**src/core/mce_pkg.sv**
```systemverilog
// Constants, field layouts and types for the machine-check error capture block.
// Assumes a single core clock; system-bus inputs arrive already synchronous to it.
package mce_pkg;

  // ****************************************
  // Widths and thresholds
  // ****************************************
  localparam int PA_HI = 39;
  localparam int PA_LO = 4;
  localparam int PA_W = PA_HI - PA_LO + 1;
  localparam logic [4:0] IPL_MCHECK = 5'h1f;
  localparam logic [3:0] RATIO_THREE = 4'h3;
  localparam int REFILL_DEPTH = 32;

  // ****************************************
  // Unlock values written by software
  // ****************************************
  localparam logic [15:0] IC_UNLOCK_VAL = 16'h1800;
  localparam logic [7:0] DC_UNLOCK_VAL = 8'h03;

  // ****************************************
  // External error status fields
  // ****************************************
  localparam int ES_TAG_PAR = 0;
  localparam int ES_TAG_CTL_PAR = 1;
  localparam int ES_SYS_SRC = 2;
  localparam int ES_IFILL = 3;
  localparam int ES_BUS_PAR = 4;
  localparam int ES_COR_ECC = 5;
  localparam int ES_MULTI = 6;
  localparam int EXT_STATUS_W = 7;
  localparam logic [EXT_STATUS_W-1:0] EXT_STATUS_RST = 7'h00;

  // ****************************************
  // Instruction-cache error status fields
  // ****************************************
  localparam int IC_DPE = 11;
  localparam int IC_TPE = 12;
  localparam int IC_TMR = 13;
  localparam logic [15:0] IC_STATUS_RST = 16'h0000;

  // ****************************************
  // Data-cache error status fields
  // ****************************************
  localparam int DC_ERR_W = 4;
  localparam int DC_LOCK = 4;
  localparam int DC_SEO = 5;
  localparam int DC_STATUS_W = 6;

  // ****************************************
  // Board-cache tag status fields
  // ****************************************
  localparam int TS_VALID = 0;
  localparam int TS_DIRTY = 1;
  localparam int TS_SHARED = 2;

  // ****************************************
  // System command response state
  // ****************************************
  typedef enum logic [1:0] {
    CMD_IDLE = 2'b01,
    CMD_SKIP = 2'b10
  } mce_cmd_t;

endpackage : mce_pkg

```
**src/core/mce_capture.sv**
```systemverilog
// Machine-check error detection, capture and reporting.
// Assumes all inputs synchronous to core_clk; sysCycle marks core cycles that align with a system clock edge.
//
// Summary of operation
// - Data-stream tag parity error: mcheck, flag set
// - Tag hit ignores parity; victim from status
// - Capture address bits 39..4 of octaword
// - Bus parity error: mcheck, flags, nack unless nop
// - Ratio 3: command after bad nop unacknowledged
// - Outgoing board-cache data not ECC checked
// - Correctable fill corrected; data cache invalidated
// - Correctable interrupt at level 31, enable-masked
// - Correctable error sets summary and status flags
// - Syndrome loaded; tag probe not loaded
// - Fill error only traps to machine check
// - System mcheck masked at 31, firmware mode
// - Timeout: trap, partial reset, timeout flag
// - Fail without acknowledge acts like timeout
// - L2 status read unlocks L2 address
// - External status read unlocks capture group
// - Cache statuses unlock on 0x1800, 0x03
// - Clearing arithmetic summary unlocks exception mask
// - Writing zero to clear bit acknowledges
// - Refill buffer clean after 32 fetches
`timescale 1ns/1ns
module mce_capture import mce_pkg::*; #(
  parameter int SYN_W = 16,
  parameter int TAG_W = 32,
  parameter int DATA_W = 128,
  parameter int EXC_W = 64
) (
  input wire logic core_clk,
  input wire logic rst,
  input wire logic ce,
  input wire logic [3:0] clkRatio,
  input wire logic [4:0] ipl,
  input wire logic privMode,
  input wire logic crdEnable,
  input wire logic bcProbe,
  input wire logic bcProbeIstream,
  input wire logic bcTagMatch,
  input wire logic bcTagParOk,
  input wire logic bcCtlParOk,
  input wire logic [2:0] bcTagStatus,
  input wire logic [TAG_W-1:0] bcProbeResult,
  input wire logic [PA_HI:PA_LO] bcProbeAddr,
  input wire logic sysCycle,
  input wire logic sysCmdValid,
  input wire logic sysCmdNop,
  input wire logic sysCmdParErr,
  input wire logic [PA_HI:PA_LO] sysCmdAddr,
  input wire logic bcReadOut,
  input wire logic [DATA_W-1:0] bcReadOutData,
  input wire logic fillValid,
  input wire logic fillIstream,
  input wire logic fillFromBcache,
  input wire logic fillCorrErr,
  input wire logic [SYN_W-1:0] fillSyndromeIn,
  input wire logic [PA_HI:PA_LO] fillAddr,
  input wire logic [DATA_W-1:0] fillData,
  input wire logic [DATA_W-1:0] fillFlip,
  input wire logic fillErrorIn,
  input wire logic sysMcheckIn,
  input wire logic iuTimeout,
  input wire logic cmdFail,
  input wire logic cmdAckIn,
  input wire logic l2Err,
  input wire logic [PA_HI:PA_LO] l2ErrAddr,
  input wire logic [1:0] icParErr,
  input wire logic [DC_ERR_W-1:0] dcErr,
  input wire logic arithExc,
  input wire logic [EXC_W-1:0] excMaskIn,
  input wire logic ifetchInstr,
  input wire logic rdL2Status,
  input wire logic rdExtStatus,
  input wire logic wrIcStatus,
  input wire logic wrDcStatus,
  input wire logic [15:0] wrData,
  input wire logic clrArithSummary,
  input wire logic wrHwIntClr,
  input wire logic crdClrBit,
  input wire logic mckClrBit,
  output logic bcHit,
  output logic victimWriteback,
  output logic cmdAck,
  output logic cmdNack,
  output logic [DATA_W-1:0] sysDataOut,
  output logic [DATA_W-1:0] corrData,
  output logic l2FillWe,
  output logic icFillWe,
  output logic dcInvalidateAll,
  output logic mcheckTrap,
  output logic partialReset,
  output logic crdInterrupt,
  output logic mckInterrupt,
  output logic isrCrd,
  output logic isrMck,
  output logic [EXT_STATUS_W-1:0] extStatus,
  output logic [PA_HI:PA_LO] extAddress,
  output logic [TAG_W-1:0] tagProbeResult,
  output logic [SYN_W-1:0] fillSyndrome,
  output logic [PA_HI:PA_LO] l2Address,
  output logic l2Locked,
  output logic [15:0] icStatus,
  output logic [DC_STATUS_W-1:0] dcStatus,
  output logic [EXC_W-1:0] excMask,
  output logic refillStale
);

  // ****************************************
  // Helpers
  // ****************************************
  function automatic logic belowMcheck(input logic [4:0] level);
    return level < IPL_MCHECK;
  endfunction : belowMcheck

  // ****************************************
  // Event decode
  // ****************************************
  logic tagErr, ctlErr, extTagEvt, sysParEvt, corrEvt, cfailEvt, resetEvt, istreamErr, extEvt;
  logic [EXT_STATUS_W-1:0] extCapStatus;
  logic [PA_HI:PA_LO] extCapAddr;

  always_comb begin
    tagErr = bcProbe && !bcTagParOk;
    ctlErr = bcProbe && !bcCtlParOk;
    extTagEvt = tagErr || ctlErr;
    sysParEvt = sysCmdValid && sysCmdParErr;
    corrEvt = fillValid && fillCorrErr;
    cfailEvt = sysCycle && cmdFail && !cmdAckIn;
    resetEvt = iuTimeout || cfailEvt;
    istreamErr = (extTagEvt && bcProbeIstream) || (|icParErr);
    extEvt = extTagEvt || sysParEvt || corrEvt;
    extCapStatus = EXT_STATUS_RST;
    extCapStatus[ES_TAG_PAR] = tagErr;
    extCapStatus[ES_TAG_CTL_PAR] = ctlErr;
    extCapStatus[ES_BUS_PAR] = sysParEvt;
    extCapStatus[ES_COR_ECC] = corrEvt;
    // Tag errors are board-cache sourced, so the source flag stays clear for them
    extCapStatus[ES_SYS_SRC] = sysParEvt || (corrEvt && !fillFromBcache);
    extCapStatus[ES_IFILL] = (extTagEvt && bcProbeIstream) || (corrEvt && fillIstream);
    // Highest-severity source names the captured address
    if (extTagEvt) begin
      extCapAddr = bcProbeAddr;
    end else if (sysParEvt) begin
      extCapAddr = sysCmdAddr;
    end else begin
      extCapAddr = fillAddr;
    end
  end

  // ****************************************
  // External capture group
  // ****************************************
  logic [EXT_STATUS_W-2:0] extFlags;
  logic extMulti;

  mce_lock_reg #(.W(EXT_STATUS_W - 1 + PA_W)) u_ext (
    .core_clk(core_clk), .rst(rst), .ce(ce), .capture(extEvt),
    .captureData({extCapStatus[EXT_STATUS_W-2:0], extCapAddr}), .value({extFlags, extAddress}),
    .locked(), .multi(extMulti), .unlock(rdExtStatus));

  assign extStatus = {extMulti, extFlags};

  mce_lock_reg #(.W(TAG_W)) u_tag (
    .core_clk(core_clk), .rst(rst), .ce(ce), .captureData(bcProbeResult), .value(tagProbeResult),
    .locked(), .multi(), .unlock(rdExtStatus),
    .capture(extTagEvt || sysParEvt));

  mce_lock_reg #(.W(SYN_W)) u_syn (
    .core_clk(core_clk), .rst(rst), .ce(ce), .captureData(fillSyndromeIn), .value(fillSyndrome),
    .locked(), .multi(), .unlock(rdExtStatus),
    .capture(corrEvt));

  // ****************************************
  // Other capture registers
  // ****************************************
  mce_lock_reg #(.W(PA_W)) u_l2 (
    .core_clk(core_clk), .rst(rst), .ce(ce), .capture(l2Err), .captureData(l2ErrAddr),
    .value(l2Address), .locked(l2Locked), .multi(), .unlock(rdL2Status));

  logic [DC_ERR_W-1:0] dcFlags;
  logic dcLocked;
  logic dcMulti;

  mce_lock_reg #(.W(DC_ERR_W)) u_dc (
    .core_clk(core_clk), .rst(rst), .ce(ce), .capture(|dcErr), .captureData(dcErr),
    .value(dcFlags), .locked(dcLocked), .multi(dcMulti),
    .unlock(wrDcStatus && wrData[7:0] == DC_UNLOCK_VAL));

  assign dcStatus = {dcMulti, dcLocked, dcFlags};

  mce_lock_reg #(.W(EXC_W)) u_exc (
    .core_clk(core_clk), .rst(rst), .ce(ce), .capture(arithExc), .captureData(excMaskIn),
    .value(excMask), .locked(), .multi(), .unlock(clrArithSummary));

  mce_refill_track #(.DEPTH(REFILL_DEPTH)) u_refill (
    .core_clk(core_clk), .rst(rst), .ce(ce), .istreamErr(istreamErr), .fetch(ifetchInstr),
    .stale(refillStale));

  // ****************************************
  // Instruction-cache status and summary flags
  // ****************************************
  logic [15:0] next_icStatus;
  logic next_isrCrd;
  logic next_isrMck;

  always_comb begin
    next_icStatus = icStatus;
    next_isrCrd = isrCrd;
    next_isrMck = isrMck;
    if (wrIcStatus && wrData == IC_UNLOCK_VAL) begin
      next_icStatus = IC_STATUS_RST;
    end
    // Sets come after clears so a same-cycle event survives
    if (icParErr[0]) begin
      next_icStatus[IC_DPE] = 1'b1;
    end
    if (icParErr[1]) begin
      next_icStatus[IC_TPE] = 1'b1;
    end
    if (resetEvt) begin
      next_icStatus[IC_TMR] = 1'b1;
    end
    if (wrHwIntClr && !crdClrBit) begin
      next_isrCrd = 1'b0;
    end
    if (wrHwIntClr && !mckClrBit) begin
      next_isrMck = 1'b0;
    end
    if (corrEvt) begin
      next_isrCrd = 1'b1;
    end
    if (sysMcheckIn && belowMcheck(ipl) && !privMode) begin
      next_isrMck = 1'b1;
    end
  end

  always_ff @(posedge core_clk) begin
    if (rst) begin
      icStatus <= IC_STATUS_RST;
      isrCrd <= 1'b0;
      isrMck <= 1'b0;
    end else if (ce) begin
      icStatus <= next_icStatus;
      isrCrd <= next_isrCrd;
      isrMck <= next_isrMck;
    end
  end

  assign crdInterrupt = isrCrd && crdEnable && belowMcheck(ipl);
  assign mckInterrupt = isrMck;

  // ****************************************
  // System command response
  // ****************************************
  mce_cmd_t cmdState;
  mce_cmd_t next_cmdState;
  logic next_cmdAck;
  logic next_cmdNack;
  logic realCmd;

  always_comb begin
    realCmd = sysCmdValid && !sysCmdNop;
    next_cmdAck = 1'b0;
    next_cmdNack = 1'b0;
    next_cmdState = CMD_IDLE;
    case (cmdState)
      CMD_IDLE: begin
        if (realCmd && sysCmdParErr) begin
          next_cmdNack = 1'b1;
        end else if (realCmd) begin
          next_cmdAck = 1'b1;
        end
      end
      CMD_SKIP: begin
        // A good command right behind a bad nop is dropped without any response; a bad-parity one is still nacked
        if (realCmd && sysCmdParErr) begin
          next_cmdNack = 1'b1;
        end
      end
      default: begin
        next_cmdState = CMD_IDLE;
      end
    endcase
    if (sysCmdValid && sysCmdNop && sysCmdParErr && clkRatio == RATIO_THREE) begin
      next_cmdState = CMD_SKIP;
    end
    if (resetEvt) begin
      next_cmdState = CMD_IDLE;
    end
  end

  always_ff @(posedge core_clk) begin
    if (rst) begin
      cmdState <= CMD_IDLE;
      cmdAck <= 1'b0;
      cmdNack <= 1'b0;
    end else if (ce) begin
      cmdState <= next_cmdState;
      cmdAck <= next_cmdAck;
      cmdNack <= next_cmdNack;
    end
  end

  // ****************************************
  // Data paths, traps and partial reset
  // ****************************************
  logic next_bcHit;
  logic next_victimWriteback;
  logic [DATA_W-1:0] next_sysDataOut;
  logic [DATA_W-1:0] next_corrData;
  logic next_l2FillWe;
  logic next_icFillWe;
  logic next_dcInvalidateAll;
  logic next_mcheckTrap;
  logic next_partialReset;

  always_comb begin
    // Hit and victim decisions ignore both parity checks; software sorts out false hits
    next_bcHit = bcProbe && bcTagMatch && bcTagStatus[TS_VALID];
    next_victimWriteback = bcProbe && !bcTagMatch && bcTagStatus[TS_VALID] && bcTagStatus[TS_DIRTY];
    // Passed straight through; the receiving processor checks the code
    next_sysDataOut = bcReadOut ? bcReadOutData : sysDataOut;
    next_corrData = corrData;
    if (fillValid) begin
      next_corrData = fillCorrErr ? (fillData ^ fillFlip) : fillData;
    end
    // No write-back of the corrected word: the board cache keeps the bad copy
    next_l2FillWe = fillValid;
    next_icFillWe = fillValid && fillIstream;
    next_dcInvalidateAll = corrEvt;
    next_mcheckTrap = extTagEvt || sysParEvt || l2Err || (|icParErr) || (|dcErr)
      || fillErrorIn || resetEvt;
    next_partialReset = resetEvt;
  end

  always_ff @(posedge core_clk) begin
    if (rst) begin
      bcHit <= 1'b0;
      victimWriteback <= 1'b0;
      sysDataOut <= '0;
      corrData <= '0;
      l2FillWe <= 1'b0;
      icFillWe <= 1'b0;
      dcInvalidateAll <= 1'b0;
      mcheckTrap <= 1'b0;
      partialReset <= 1'b0;
    end else if (ce) begin
      bcHit <= next_bcHit;
      victimWriteback <= next_victimWriteback;
      sysDataOut <= next_sysDataOut;
      corrData <= next_corrData;
      l2FillWe <= next_l2FillWe;
      icFillWe <= next_icFillWe;
      dcInvalidateAll <= next_dcInvalidateAll;
      mcheckTrap <= next_mcheckTrap;
      partialReset <= next_partialReset;
    end
  end

endmodule : mce_capture

```
**src/core/mce_lock_reg.sv**
```systemverilog
// Lockable error capture register with multiple-error flag.
// Assumes capture and unlock are one-cycle strobes on core_clk.
`timescale 1ns/1ns
module mce_lock_reg import mce_pkg::*; #(
  parameter int W = 8
) (
  input wire logic core_clk,
  input wire logic rst,
  input wire logic ce,
  input wire logic capture,
  input wire logic [W-1:0] captureData,
  input wire logic unlock,
  output logic [W-1:0] value,
  output logic locked,
  output logic multi
);

  logic [W-1:0] next_value;
  logic next_locked;
  logic next_multi;

  always_comb begin
    next_value = value;
    next_locked = locked;
    next_multi = multi;
    if (unlock) begin
      next_locked = 1'b0;
      next_multi = 1'b0;
    end
    // A capture in the unlock cycle still lands: the new error is not lost
    if (capture && (!locked || unlock)) begin
      next_value = captureData;
      next_locked = 1'b1;
    end else if (capture) begin
      next_multi = 1'b1;
    end
  end

  always_ff @(posedge core_clk) begin
    if (rst) begin
      value <= '0;
      locked <= 1'b0;
      multi <= 1'b0;
    end else if (ce) begin
      value <= next_value;
      locked <= next_locked;
      multi <= next_multi;
    end
  end

endmodule : mce_lock_reg

```
**src/core/mce_refill_track.sv**
```systemverilog
// Tracks refill-buffer staleness after an instruction-stream error.
// Assumes one fetch strobe per instruction passed through the refill buffer.
`timescale 1ns/1ns
module mce_refill_track import mce_pkg::*; #(
  parameter int DEPTH = REFILL_DEPTH
) (
  input wire logic core_clk,
  input wire logic rst,
  input wire logic ce,
  input wire logic istreamErr,
  input wire logic fetch,
  output logic stale
);

  localparam int CW = $clog2(DEPTH + 1);
  localparam logic [CW-1:0] LAST = CW'(DEPTH - 1);

  logic [CW-1:0] count;
  logic [CW-1:0] next_count;
  logic next_stale;

  always_comb begin
    next_count = count;
    next_stale = stale;
    // A new error restarts the count; old entries may be poisoned again
    if (istreamErr) begin
      next_stale = 1'b1;
      next_count = '0;
    end else if (stale && fetch) begin
      if (count == LAST) begin
        next_stale = 1'b0;
        next_count = '0;
      end else begin
        next_count = count + 1'b1;
      end
    end
  end

  always_ff @(posedge core_clk) begin
    if (rst) begin
      count <= '0;
      stale <= 1'b0;
    end else if (ce) begin
      count <= next_count;
      stale <= next_stale;
    end
  end

endmodule : mce_refill_track

```
**config.mk**
```make
export PLATFORM = sky130hd
export DESIGN_NAME = mce_capture
export DESIGN_NICKNAME = d
export VERILOG_FILES = /design/src/core/mce_pkg.sv /design/src/core/mce_capture.sv /design/src/core/mce_lock_reg.sv /design/src/core/mce_refill_track.sv
export SDC_FILE = /design/constraint.sdc
export NUM_CORES = 1
export LEC_CHECK = 0
export ABC_CLOCK_PERIOD_IN_PS = 1500
export CAP_MARGIN = 20
export CORE_AREA = 2 2 469 471
export CTS_CLUSTER_DIAMETER = 50
export CTS_CLUSTER_SIZE = 28
export DETAILED_ROUTE_END_ITERATION = 8
export DIE_AREA = 0 0 471 473
export DONT_BUFFER_PORTS = 1
export RECOVER_POWER = 100
export SLEW_MARGIN = 40
export SYNTH_ARGS = -nofsm -noshare
export SYNTH_HDL_FRONTEND = slang
export SYNTH_SLANG_ARGS = --single-unit
```
**constraint.sdc**
```tcl
create_clock -name core_clk -period 1.5 [get_ports core_clk]
set_clock_uncertainty 0.2 [all_clocks]
set_input_delay 0.075 -clock core_clk [delete_from_list [all_inputs] [get_ports core_clk]]
set_output_delay 0.075 -clock core_clk [all_outputs]
set_load 0.01 [all_outputs]
```
**After elaboration in Yosys (flattened, before gate mapping)**

Cells that the tools add are included.

- Logic and storage cells: 187
- Memories kept: 0
- Register bits after elaboration: 481
- Bits in latches: 0
- Memory bits (read-only): 0
- RAM bits: 0

- $lt $le $gt $ge: 1
- Shifts and indexed selects: 0
- Bitwise logic cells: 1
- Eq/ne operators: 6
- Add/subtract/negate cells: 1
- Reductions and logical operators: 105
- Div/mod/pow operators: 0
- Mux-type cells: 40
- Multipliers: 0

Operator list:

| kind | count |
|---|---|
| $mux 128 | 1 |
| $xor 128x128->128 | 1 |
| $mux 36 | 2 |
| $reduce_and 2->1 | 20 |
| $logic_and 1x1->1 | 35 |
| $mux 1 | 31 |
| $reduce_bool 2->1 | 13 |
| $logic_or 1x1->1 | 18 |
| $mux 6 | 3 |
| $eq 16x13->1 const B | 1 |
| $logic_not 1->1 | 15 |
| $mux 14 | 1 |
| $eq 8x2->1 const B | 1 |
| $add 6x1->6 const B | 1 |
| $eq 6x5->1 const B | 1 |
| $lt 5x5->1 const B | 1 |
| $eq 4x2->1 const B | 1 |
| $mux 2 | 2 |
| $reduce_or 2->1 | 2 |
| $reduce_or 4->1 | 1 |
| $reduce_and 3->1 | 1 |
| $eq 2x1->1 const B | 1 |
| $eq 2x2->1 const B | 1 |

**Longest topological paths before layout**

- Depth after elaboration: 9
- Depth in mapped cells: 7
- Gate-level depth less buffers: 5

**Modules after synthesis**

A second synthesis with hierarchy kept.

- Cell total of the unflattened synthesis: 2444
- Area, all modules: 21623.2 um^2

Modules (own cells, without submodules):

| module | area an instance (um^2) | cells each | times used | seq. area each (um^2) |
|---|---|---|---|---|
| mce_capture | 11891.4 | 1490 | 1 | 5445.2 |
| mce_lock_reg at u_exc | 3001.6 | 287 | 1 | 1321.3 |
| mce_lock_reg at u_ext | 1971.9 | 191 | 1 | 880.8 |
| mce_lock_reg at u_l2 | 1719.1 | 166 | 1 | 760.7 |
| mce_lock_reg at u_tag | 1526.5 | 148 | 1 | 680.7 |
| mce_lock_reg at u_syn | 804.5 | 78 | 1 | 360.3 |
| mce_refill_track | 441.7 | 57 | 1 | 140.1 |
| mce_lock_reg at u_dc | 266.5 | 27 | 1 | 120.1 |

**Worst setup path after synthesis**

Ideal clock, no wire load.

- Path type: in2reg
- Start: in wrData[3]
- End: reg u_dc.value[0]
- Cell stages on the path: 4
- Path slack: -40 ps
- Data arrival time: 1268 ps
- Setup time: 72 ps
- Path through: nor4_2 or4b_1 a21oi_2 mux2i_1

- Cells in the longest elaborated chain, start to end: 5

Ends and longest elaborated chain:

| item | RTL line | text |
|---|---|---|
| from (decl) | mce_capture.sv:78 | `input wire logic [15:0] wrData,` |
| $eq 8x2->1 | mce_capture.sv:189 | `.unlock(wrDcStatus && wrData[7:0] == DC_UNLOCK_VAL));` |
| $logic_and 1x1->1 | mce_capture.sv:189 |  |
| $logic_or 1x1->1 | mce_lock_reg.sv:31 | `if (capture && (!locked \|\| unlock)) begin` |
| $logic_and 1x1->1 | mce_lock_reg.sv:31 |  |
| $reduce_and 2->1 (no line) | n/a |  |
| to (signal assigned) | mce_lock_reg.sv:45 | `value <= next_value;` |
| to (decl) | mce_lock_reg.sv:13 | `output logic [W-1:0] value,` |

Every way passes these cells.
A chain may end at the register's enable or synchronous reset.

**Final worst setup path**

- Start: in ce
- End: reg sysDataOut[104]

- Cells in the longest elaborated chain, start to end: 1

Ends and longest elaborated chain:

| item | RTL line | text |
|---|---|---|
| from (decl) | mce_capture.sv:34 | `input wire logic ce,` |
| $reduce_and 2->1 (no line) | n/a |  |
| to (signal assigned) | mce_capture.sv:352 | `sysDataOut <= next_sysDataOut;` |
| to (decl) | mce_capture.sv:87 | `output logic [DATA_W-1:0] sysDataOut,` |

Every way passes these cells.

==> flow_results.org <==
** Run status
- Outcome :: finished with violations
- Failing checks :: negative hold slack, negative setup slack

** Synth
- The share of the synthesized area in compound gates (AO/OA/AOI/OAI) was 0.179.
- The synthesized design contains 0 enable-type register cells.
- Count of state elements after synthesis :: around 480
- Of the total synthesized cell area, the portion taken by XOR and XNOR cells is 0.0568.
- Top cell types by occurrence after synthesis :: sky130_fd_sc_hd__nand2_1, sky130_fd_sc_hd__dfxtp_1, sky130_fd_sc_hd__a21oi_1
- Flip-flop cell with the highest count after synthesis :: sky130_fd_sc_hd__dfxtp_1
- After synthesis, the netlist uses 54 different library cells.
- Main combinational cell family by area after synthesis :: simple AND/OR/NAND/NOR gates
- Leading cell type by number of instances after synthesis :: sky130_fd_sc_hd__nand2_1
- Of the total synthesized cell area, the portion taken by AND, OR, NAND and NOR gates is 0.198.
- Of the post-synthesis cell area, the dominant cell type holds 0.488.
- The largest total area in the synthesized netlist belongs to sky130_fd_sc_hd__dfxtp_1.
- Synth area leaders :: sky130_fd_sc_hd__dfxtp_1, sky130_fd_sc_hd__nand2_1, sky130_fd_sc_hd__a21oi_1
- The cell count after synthesis came out at about 2500.
- Synthesis warning total :: 0
- Post-synthesis average cell area :: about 8.0 µm²
- In the synthesized netlist the async set-or-reset flop fraction comes to 0.
- Arithmetic-cell share of the synthesized area counting full adders, half adders and majority gates :: 0.00127
- Proportion of synthesized chip area in sequential cells :: 0.488
- The mapped netlist covers a little under 20000 µm².
- After synthesis, the share of cell area in mux cells is 0.0226.

** Timing
- Of the available clock period, the critical path in the final layout requires 1.20.
- Final min period :: 1.80 ns
- Hold WS :: -0.752 ns
- The number of max-slew violations in the final report came to 0.
- At the pin with the least slew margin, the transition time is between 1 and 1.5 ns.
- Number of hold violations in the final report :: 455
- Final setup slack of the worst path :: -0.302 ns
- Setup violations remaining at the end of the flow were counted as between 100 and 150.
- Adding up every negative setup slack in the final design gives -12.28 ns.
- In this run the tightest slew margin relative to its limit is 0.0720.
- Unrepaired setup endpoints after global routing :: true
- Highest attainable clock frequency :: roughly 560 MHz

** Finish
- The net count of the finished layout is about 4200.
- Growth of design area from synthesis to finish :: 90.4%
- Of the cells placed in the final design, the portion with a size suffix greater than 1 is 0.206.

** Global routing
- Largest net degree at the start of global routing :: 519
- The initial antenna violation count was between 100 and 150.
- Global routing finished with a remaining overflow of 0.
- The first global-routing pass estimated 192 mm of wire.
- In the global route stage, overall resource usage came out at 0.126.
- The number of global-route vias before repair was roughly 23000.

** Worst setup path
- Setup slack on the worst reg-to-reg path comes out at -0.10 ns.
- Peak fanout along the critical path :: 29
- Arrival time worst endpoint :: 2.24 ns
- Element type at the critical path start :: input pin
- STA classifies the critical path endpoint as a flop.
- Worst Setup Path Type :: input pin to flop
- In this run the critical register-to-register path is launched from u_tag.locked.
- Number of cell instances on the worst register-to-register path :: 7
- WP data required :: approximately 1.9 ns
- The worst register-to-register path ends at u_tag.value[22].

** Worst hold path
- The path with the worst hold slack has its endpoint at sysDataOut[17].
- Counting instances, the worst hold path has a depth of 1.
- In this run the most critical hold path is launched from rst.
- Type of the worst min-delay path :: input pin to flop

** Detailed routing
- Via/cell ratio :: 3.64
- The detailed router finished its first iteration with 2066 violations.
- Total detailed-routing wirelength :: about 150 mm
- Across all layers, the routed design uses 23600 vias.
- In the final routed layout, each cell accounts on average for between 20 and 25 µm.
- After detailed routing, the number of remaining DRC violations is 0.
- Number of detailed-route iterations in the first pass :: 8
- The detail route stage leaves a number of antenna-violating nets equal to 0.

** Die
- The total area inside the core boundary comes to 218000 µm².
- Floorplan row count :: roughly 170
- X dimension of the die :: 471 µm
- Floorplan die area :: 223000 µm²
- For this configuration, the core starts out at a cell density of 0.0904.
- Number of placed I/O pins :: approximately 1200
- Vertical die dimension :: about 470 µm

** Clock tree
- Number of clock sinks seen by CTS :: 481
- The longest clock path from root to sink contains 3 buffers.
- Level count of the clock H-tree :: 3
- Clock transition at the registers of the reported paths :: approximately 0.060 ns
- Number of buffers inserted during clock tree synthesis :: 72
- Clock tree from TritonCTS :: yes
- Clock latency on the worst-skew pair, taken at its later pin, is between 0.7 and 0.8 ns.
- CTS Root Cell :: sky130_fd_sc_hd__clkbuf_16

** Placement
- The wire-length estimate of the detail-placed layout is about 120 mm.
- Port buffering added 0 buffers.
- Post-place setup slack :: -0.270 ns
- At the end of routability-driven placement, the weighted congestion stood at 1.17.

** Power
- The analysis attributes to cell leakage a power of 13.6 nW.
- Across the VDD grid, the largest voltage drop is 0.761 mV.
- Power spread over the standard cell area amounts to 1030 nW/µm².

** Run
- Max-cap check violation count :: 0
## critical path: stages
cell,delay (ns)
sky130_fd_sc_hd__buf_16,0.10
sky130_fd_sc_hd__and2_0,0.33
sky130_fd_sc_hd__buf_16,0.22
sky130_fd_sc_hd__nand2_1,0.10
sky130_fd_sc_hd__dlygate4sd3_1,0.58
sky130_fd_sc_hd__a21oi_1,0.16
sky130_fd_sc_hd__dlygate4sd3_1,0.60
## layout make-up
type / instances / area [µm²]
clock inverters: 49 / 621
fillers: 23900 / 181000
repair buffers: 1124 / 11800
well taps: 2871 / 3590
multi-input cells: 1748 / 9440
inverters: 44 / 165
flip-flops and latches: 481 / 9900
clock buffers: 82 / 1900
diodes: 83 / 208
## flip-flops by register name, summed over array words and instances (netlist names), 6 cells and up
signal          flops
u_exc.value        64
u_tag.value        32
sysDataOut        128
u_ext.value        42
u_l2.value         36
corrData          128
u_syn.value        16
u_refill.count      6
## repair_timing
item,CTS,global route
hold endpoints to repair,481,479
gates resized for setup,412,124
pin swaps,0,48
hold buffers,817,30
setup buffers,31,32
endpoints found under the setup margin,210,281
cloned,0,10
## per-stage QoR
step	cell area [µm²]	power (mW)	utilization	instances
2_1_floorplan	19800	16.5	-	2479
3_3_place_gp	24500	18.0	0.112	5360
3_5_place_dp	24500	18.1	0.112	5360
4_1_cts	36500	38.8	0.167	6339
5_1_grt	37500	40.1	0.172	6456
6_report	37600	38.7	0.172	6482
## worst max path at each step
stage	from	endpoint	slack, ns	cells past startpoint
after CTS	isrCrd	crdInterrupt	-0.22	2
after detailed placement	wrData[3]	u_dc.value[1]	-0.27	5
after floorplan	wrData[3]	u_dc.value[0]	0.01	4
after global routing	ce	sysDataOut[104]	-0.20	7
final	ce	sysDataOut[104]	-0.30	7
after global placement	wrData[3]	u_dc.value[0]	-0.34	5
## power breakdown
part	internal, mW	leakage [nW]	switching [mW]
combinational	3.29	8.37	3.07
sequential	13.6	4.03	0.910
clock	10.2	1.22	7.71
total	27.0	13.6	11.7
## cells by family after synthesis
logic type / Yosys count
buf+inv: 251
flops: 481
other cells: 1
simple gates: 974
compound gates: 590
xor+xnor: 128
mux: 40
fa+ha+maj: 2
## cell usage in the layout (no fill, tap or decap), drive strengths merged, types with 2 or more instances in the layout
cell            n
and3            3
clkbuf         92
a21o            2
o21ai          56
buf           280
clkinvlp        6
mux2           36
clkinv         25
nand4           6
and2            4
nand3           9
o2111ai        36
a211oi        130
nor2          145
a22o            2
mux2i           4
dlymetal6s4s    7
nand2b          9
nor3            3
a21boi          3
a21oi         345
nor4            5
ha              2
dlygate4sd3   826
inv            58
conb           13
a311oi          2
xor2          128
bufinv          4
or3             3
diode          83
or4             2
nand2         736
dfxtp         481
a211o           2
nand4b          5
nor2b          38
nor4b           3
## layer usage
layer,track usage,share of wire,vias to the layer above
met5,0,0.0017,-
met4,0.0884,0.078,40
met3,0.0657,0.13,505
met2,0.212,0.47,1785
met1,0.119,0.32,11000
li1,-,-,10300
No activity file was read; power rests on OpenSTA's default activity.
